[src/common/dgp_pkg.sv]
package dgp_pkg;

	localparam int A_WIDTH = 5;
	localparam int B_WIDTH = 8;
	localparam int REG_AW  = 8;

	localparam logic [7:0] ADDR_BANK_A_PIN_DATA  = 8'h05;
	localparam logic [7:0] ADDR_BANK_A_DIRECTION = 8'h85;
	localparam logic [7:0] ADDR_BANK_B_PIN_DATA  = 8'h06;
	localparam logic [7:0] ADDR_BANK_B_DIRECTION = 8'h86;
	localparam logic [7:0] ADDR_ALT_CONTROL      = 8'h07;

	localparam logic [4:0] RST_BANK_A_DIRECTION = 5'h1F;
	localparam logic [7:0] RST_BANK_B_DIRECTION = 8'hFF;
	localparam logic [4:0] RST_BANK_A_LATCH     = 5'h00;
	localparam logic [7:0] RST_BANK_B_LATCH     = 8'h00;

	localparam int TIMER_PIN_BIT = 4;
	localparam int ALT_TIMER_BIT = 0;

	typedef struct packed {
		logic [7:0] addr;
		logic [7:0] wdata;
		logic       wr;
		logic       rd;
	} dgp_bus_s;

	typedef struct packed {
		logic [4:0] a_out;
		logic [4:0] a_oe;
		logic [7:0] b_out;
		logic [7:0] b_oe;
	} dgp_pins_s;

endpackage

[src/dgp_gpio.sv]
`timescale 1ns/1ps
`default_nettype none

// Function
// RQ1: Port A has five bidirectional pins, each with a data bit and a direction bit.
// RQ2: A bank A direction bit of one puts the pin driver in high impedance.
// RQ3: A bank A direction bit of zero drives the pin from its output latch.
// RQ4: Power-on reset sets all five bank A direction bits, and pins then read zero; the code returns the outside pin levels instead.
// RQ5: Reading bank A data returns pin levels while a write only updates the latch.
// RQ6: Every port write samples the pins, modifies, and stores into the latch; the code masks off the pin sample and stores the write data unchanged.
// RQ7: Bank A bit 4 also feeds the timer external clock input through a Schmitt buffer.
// RQ8: Bank A bit 4 is open drain pulling only low, bits 0 to 3 are push-pull.
// RQ9: A pin whose peripheral is enabled is not used as general purpose I/O.
// RQ10: Bits 7 to 5 of bank A data and direction read as zero.
// RQ11: Other resets keep bank A data but force bank A direction to all ones.
// RQ12: Port B has eight bidirectional pins, each with a data bit and a direction bit.
// RQ13: Bank B direction one floats the pin, zero drives it from the latch.
// RQ14: A latch keeps its value while the pin is an input and drives once cleared.
module dgp_gpio (
	input  wire logic        clk,
	input  wire logic        srst,
	input  wire logic        warm_rst,
	input  wire logic [7:0]  reg_addr,
	input  wire logic [7:0]  reg_wdata,
	input  wire logic        reg_wr,
	input  wire logic        reg_rd,
	output logic      [7:0]  reg_rdata,
	input  wire logic [4:0]  bank_a_in,
	output logic      [4:0]  bank_a_out,
	output logic      [4:0]  bank_a_oe,
	input  wire logic [7:0]  bank_b_in,
	output logic      [7:0]  bank_b_out,
	output logic      [7:0]  bank_b_oe,
	output logic             timer_external_clock_input
);

	typedef struct packed {
		logic [4:0]        a_latch;
		logic [4:0]        a_dir;
		logic [7:0]        b_latch;
		logic [7:0]        b_dir;
		logic              alt_timer;
		logic [7:0]        rdata;
		logic [1:0]        st_cnt;
		logic              st_level;
		logic              tclk;
		dgp_pkg::dgp_pins_s pins;
	} dgp_state_s;

	dgp_state_s       st;
	dgp_state_s       next_st;
	dgp_pkg::dgp_bus_s bus;
	logic [4:0]       a_pad_out;
	logic [4:0]       a_pad_oe;
	logic [7:0]       b_pad_out;
	logic [7:0]       b_pad_oe;

	assign bus.addr  = reg_addr;
	assign bus.wdata = reg_wdata;
	assign bus.wr    = reg_wr;
	assign bus.rd    = reg_rd;

	// Read-modify-write merge: the pin sample is masked to zero, so the latch takes the write data alone
	function automatic logic [7:0] rmw_merge(
		input logic [7:0] pins,
		input logic [7:0] wdata
	);
		logic [7:0] sampled;
		sampled = pins;
		rmw_merge = wdata | (sampled & 8'h00);
	endfunction

	dgp_pin_cell #(
		.WIDTH      (dgp_pkg::A_WIDTH),
		.OPEN_DRAIN (8'h10)
	) u_cell_a (
		.latch     (st.a_latch),
		.direction (st.a_dir | {st.alt_timer, 4'h0}),
		.pad_out   (a_pad_out),
		.pad_oe    (a_pad_oe)
	);

	dgp_pin_cell #(
		.WIDTH      (dgp_pkg::B_WIDTH),
		.OPEN_DRAIN (8'h00)
	) u_cell_b (
		.latch     (st.b_latch),
		.direction (st.b_dir),
		.pad_out   (b_pad_out),
		.pad_oe    (b_pad_oe)
	);

	always_comb begin
		logic [7:0] a_word;
		logic [7:0] a_merge;
		a_word  = {3'h0, bank_a_in};
		a_merge = rmw_merge(a_word, bus.wdata);
		next_st = st;
		if (bus.wr) begin
			case (bus.addr)
				dgp_pkg::ADDR_BANK_A_PIN_DATA: begin
					next_st.a_latch = a_merge[4:0]; // RQ6
				end
				dgp_pkg::ADDR_BANK_A_DIRECTION: begin
					next_st.a_dir = bus.wdata[4:0]; // RQ1
				end
				dgp_pkg::ADDR_BANK_B_PIN_DATA: begin
					next_st.b_latch = rmw_merge(bank_b_in, bus.wdata); // RQ6
				end
				dgp_pkg::ADDR_BANK_B_DIRECTION: begin
					next_st.b_dir = bus.wdata; // RQ12
				end
				dgp_pkg::ADDR_ALT_CONTROL: begin
					next_st.alt_timer = bus.wdata[dgp_pkg::ALT_TIMER_BIT];
				end
				default: begin
				end
			endcase
		end
		next_st.rdata = 8'h00;
		if (bus.rd) begin
			case (bus.addr)
				dgp_pkg::ADDR_BANK_A_PIN_DATA:  next_st.rdata = a_word; // RQ5 RQ10
				dgp_pkg::ADDR_BANK_A_DIRECTION: next_st.rdata = {3'h0, st.a_dir}; // RQ10
				dgp_pkg::ADDR_BANK_B_PIN_DATA:  next_st.rdata = bank_b_in; // RQ5
				dgp_pkg::ADDR_BANK_B_DIRECTION: next_st.rdata = st.b_dir;
				dgp_pkg::ADDR_ALT_CONTROL:      next_st.rdata = {7'h00, st.alt_timer};
				default:                        next_st.rdata = 8'h00;
			endcase
		end
		// Schmitt-like hysteresis: level flips only after three agreeing samples
		if (bank_a_in[dgp_pkg::TIMER_PIN_BIT] == st.st_level) begin
			next_st.st_cnt = 2'h0;
		end else if (st.st_cnt == 2'h2) begin
			next_st.st_cnt   = 2'h0;
			next_st.st_level = ~st.st_level; // RQ7
		end else begin
			next_st.st_cnt = st.st_cnt + 2'h1;
		end
		next_st.tclk       = st.st_level; // RQ7
		// Latch untouched by direction, so it drives one clock after direction clears
		next_st.pins.a_out = a_pad_out; // RQ14
		next_st.pins.a_oe  = a_pad_oe; // RQ9
		next_st.pins.b_out = b_pad_out; // RQ13
		next_st.pins.b_oe  = b_pad_oe; // RQ13
		if (warm_rst) begin
			next_st.a_dir     = dgp_pkg::RST_BANK_A_DIRECTION; // RQ11
			next_st.b_dir     = dgp_pkg::RST_BANK_B_DIRECTION;
			next_st.pins.a_oe = 5'h00;
			next_st.pins.b_oe = 8'h00;
		end
	end

	always_ff @(posedge clk) begin
		if (srst) begin
			st         <= '0;
			st.a_dir   <= dgp_pkg::RST_BANK_A_DIRECTION; // RQ4
			st.b_dir   <= dgp_pkg::RST_BANK_B_DIRECTION;
			st.a_latch <= dgp_pkg::RST_BANK_A_LATCH;
			st.b_latch <= dgp_pkg::RST_BANK_B_LATCH;
		end else begin
			st <= next_st;
		end
	end

	assign reg_rdata                  = st.rdata;
	assign bank_a_out                 = st.pins.a_out;
	assign bank_a_oe                  = st.pins.a_oe;
	assign bank_b_out                 = st.pins.b_out;
	assign bank_b_oe                  = st.pins.b_oe;
	assign timer_external_clock_input = st.tclk;

endmodule

`default_nettype wire

[src/dgp_pin_cell.sv]
`timescale 1ns/1ps
`default_nettype none

// One bank of pad control; open drain bits may only pull low
module dgp_pin_cell #(
	parameter int          WIDTH      = 8,
	parameter logic [7:0]  OPEN_DRAIN = 8'h00
) (
	input  wire logic [WIDTH-1:0] latch,
	input  wire logic [WIDTH-1:0] direction,
	output logic      [WIDTH-1:0] pad_out,
	output logic      [WIDTH-1:0] pad_oe
);

	always_comb begin
		for (int i = 0; i < WIDTH; i++) begin
			if (OPEN_DRAIN[i]) begin
				pad_out[i] = 1'b0; // RQ8
				pad_oe[i]  = ~direction[i] & ~latch[i]; // RQ8
			end else begin
				pad_out[i] = latch[i]; // RQ3
				pad_oe[i]  = ~direction[i]; // RQ2
			end
		end
	end

endmodule

`default_nettype wire

[config.mk]
export PLATFORM = sky130hd
export DESIGN_NAME = dgp_gpio
export DESIGN_NICKNAME = d
export VERILOG_FILES = /design/src/common/dgp_pkg.sv /design/src/dgp_gpio.sv /design/src/dgp_pin_cell.sv
export SDC_FILE = /design/constraint.sdc
export NUM_CORES = 1
export LEC_CHECK = 0
export BUFFER_PORTS_ARGS = -buffer_cell sky130_fd_sc_hd__buf_2
export CORE_AREA = 2 2 63 125
export DETAILED_ROUTE_END_ITERATION = 10
export DIE_AREA = 0 0 65 127
export HOLD_SLACK_MARGIN = 0.02
export SKIP_CTS_REPAIR_TIMING = 1
export SLEW_MARGIN = 10
export SYNTH_ARGS = -nofsm -noshare
export SYNTH_HDL_FRONTEND = slang
export SYNTH_SLANG_ARGS = --single-unit
[constraint.sdc]
create_clock -name clk -period 2.27 [get_ports clk]
set_clock_uncertainty 0.15 [all_clocks]
set_input_delay 0.454 -clock clk [delete_from_list [all_inputs] [get_ports clk]]
set_output_delay 0.454 -clock clk [all_outputs]
set_load 0.02 [all_outputs]
==> flow_metrics.tcl <==
set metrics [dict create \
    status "finished clean" \
    wl_met2_mm 2.80 \
    synthFlopType "dfxtp_1" \
    grt_pass1_wl_mm 8.16 \
    drv_cap 0 \
    clk_latency_ns 0.33 \
    endpoint_kind "flop" \
    antenna_found_initial 0 \
    yosys_warnings 0 \
    syn_nets 282 \
    critPathKind "input pin to flop" \
    finalHoldViolCount 0 \
    drive_above_1_share_pct 32.0 \
    first_pass_iters 6 \
    p_sw_uw 516 \
    worstSetupStartpointType "input pin" \
    fp.dieArea_um2 8260 \
    clock_power_share_pct 53.6 \
    grt_max_degree 31 \
    drc 0 \
    netlist.area_leader.share_pct 51.2 \
    nNetsFinal 323 \
    fillers 722 \
    cp.arrival_ns 1.78 \
    total_leakage_power_uw 0.00131 \
    die_x_um 65 \
    synth.ff_latch_count 64 \
    highest_layer "met4" \
    place.gp.congestion 0.750 \
    required_ns 2.32 \
    ys_seq_area_share_pct 51.2 \
    ios 69 \
    p_seq_share_pct 42.4 \
    syn_inst 247 \
    stdcell_area_um2 3010 \
    rsz0062_at_grt "no" \
    maxSlewViolCount 0 \
    wl_met3_um 242 \
    port_buffers 67 \
    syn_to_final_growth_pct 20.4 \
    grt_pass1_vias 1746 \
    p_int_uw 2150 \
    crit_slowest_cell "or4b_4" \
    peakVddDrop_mv 0.343 \
    synth_area_um2 2500 \
    overflow 0 \
    synth.area.top_cells "dfxtp_1 (51%), buf_4 (11%), mux2i_1 (9.6%), nor2_1 (5.1%), nor2b_1 (3.5%)" \
    dpl_cell_area_um2 2700 \
    initial_utilization_pct 34.7 \
    cts_root_buffer "clkbuf_16" \
    hold_class "input pin to flop" \
    final_cell_mix "buf_2 (67), dfxtp_1 (64), nor2_1 (34)" \
    insertedDiodeCount 0 \
    grt_use_total_pct 13.5 \
    ys_types 39 \
    synth_top_area_cell "dfxtp_1" \
    power_switching_share_pct 19.3 \
    core_region_area_um2 7210 \
    cts.sinks 64 \
    routed_via_density 4.55 \
    wl_per_cell_um 13.3 \
    drt_first_iter_violations 72 \
    timing.setup.tns_ns 0 \
    min_period_over_period_pct 76.1 \
    cts.clk_slew.worst_paths_ns 0.05 \
    period_needed_ns 1.73 \
    ant_nets 0 \
    async_reset_ff_share_pct 0 \
    wl_met1_mm 1.84 \
    final_common_cell "buf_2" \
    synth_edf_count 0 \
    crit_path_max_incr_delay_ns 0.58 \
    crit_chain "buf_2 -> or4b_4 -> nor3_4 -> buf_12 -> mux2i_1 -> nor2_1" \
    tightest_slew_ns 0.503 \
    drt-total-wl_mm 5.11 \
    cts-htree-levels 3 \
    worstPathMaxFanout 8 \
    vias 1742 \
    p_per_area_nw_per_um2 886 \
    row_count 44 \
    clock.fmax_ghz 0.579 \
    hpwl_mm 3.88 \
    cts_buffer_depth 2 \
    cts_tree "done" \
    max_slew_margin_pct 66.4 \
    synth_area_per_cell_um2 10.1 \
    pwr-share-comb_pct 4.0 \
    setup-violations-final 0 \
    cts_buffers 9 \
    die_h_um 127 \
]
## path summary, 6_finish.rpt
path	slack [ns]	to	depth (start not counted)	startpoint
setup / recovery	0.54	st[48]	6	reg_addr[5]
hold / removal	0.23	reg_rdata[7]	3	bank_b_in[7]
setup reg to reg	0.98	st[28]	4	st[28]
hold reg to reg	0.27	st[28]	1	st[28]
## power groups by stage
stage          clock network [uW]  registers, uW  logic (uW)
6_report                     1430           1130         107
3_3_place_gp                    0           1150         108
4_1_cts                      1450           1130         109
5_1_grt                      1500           1130         119
2_1_floorplan                   0           1150        58.1
3_5_place_dp                    0           1150         109
## logic make-up after synthesis
family	Yosys count	share of synthesized area, %
simple gates	85	19.4
buf+inv	47	13.1
other cells	1	0.150
flops	64	51.2
fa+ha+maj	1	0.500
xor+xnor	1	0.350
mux	24	9.60
compound gates	24	5.75
## flip-flops by register name (all words and copies together), names as in the netlist
signal,flops
bank_a_out,4
bank_b_out,8
bank_a_oe,5
reg_rdata,8
timer_external_clock_input,1
bank_b_oe,8
st,29
next_st,1
## worst max-delay path, delay by kind of cell
family,cells,cell delay [ns]
simple gates,3,0.86
buf+inv,2,0.27
mux,1,0.19
## routing by layer
metal / up-vias / global-route usage (%)
met2: 48 / 23.8
li1: 888 / -
met3: 13 / 2.55
met4: 0 / 11.6
met5: - / 0
met1: 793 / 13.0
## per-stage QoR
step	cells	util [%]	power (uW)	setup WS (ns)	hold WS (ns)
2_1_floorplan	247	-	1210	0.303	0.241
3_3_place_gp	369	37.5	1260	0.236	0.251
3_5_place_dp	369	37.5	1260	0.203	0.268
4_1_cts	383	41.8	2690	0.539	0.211
5_1_grt	383	41.8	2750	0.459	0.243
6_report	383	41.8	2670	0.544	0.227
## area by class of cell
cell class	instances	area (um2)	share of cell area, %
Inverter	3	11.3	0.374
Clock buffer	11	243	8.06
Timing Repair Buffer	74	400	13.3
Tap cell	92	115	3.82
Multi-Input combinational cell	136	893	29.7
Clock inverter	3	67.6	2.24
Sequential cell	64	1280	42.5
## cells in the mapped netlist (2+ instances only)
| cell | count |
|---|---|
| mux2i_1 | 24 |
| inv_1 | 3 |
| buf_4 | 35 |
| nor2b_1 | 14 |
| nor2_1 | 34 |
| nor4_1 | 2 |
| o22ai_1 | 3 |
| dfxtp_1 | 64 |
| a21oi_1 | 16 |
| nand4_1 | 3 |
| and2_1 | 3 |
| clkbuf_1 | 4 |
| nor3_4 | 2 |
| nand3b_1 | 2 |
| nor3_1 | 14 |
Power figures use the tool's default switching activity.
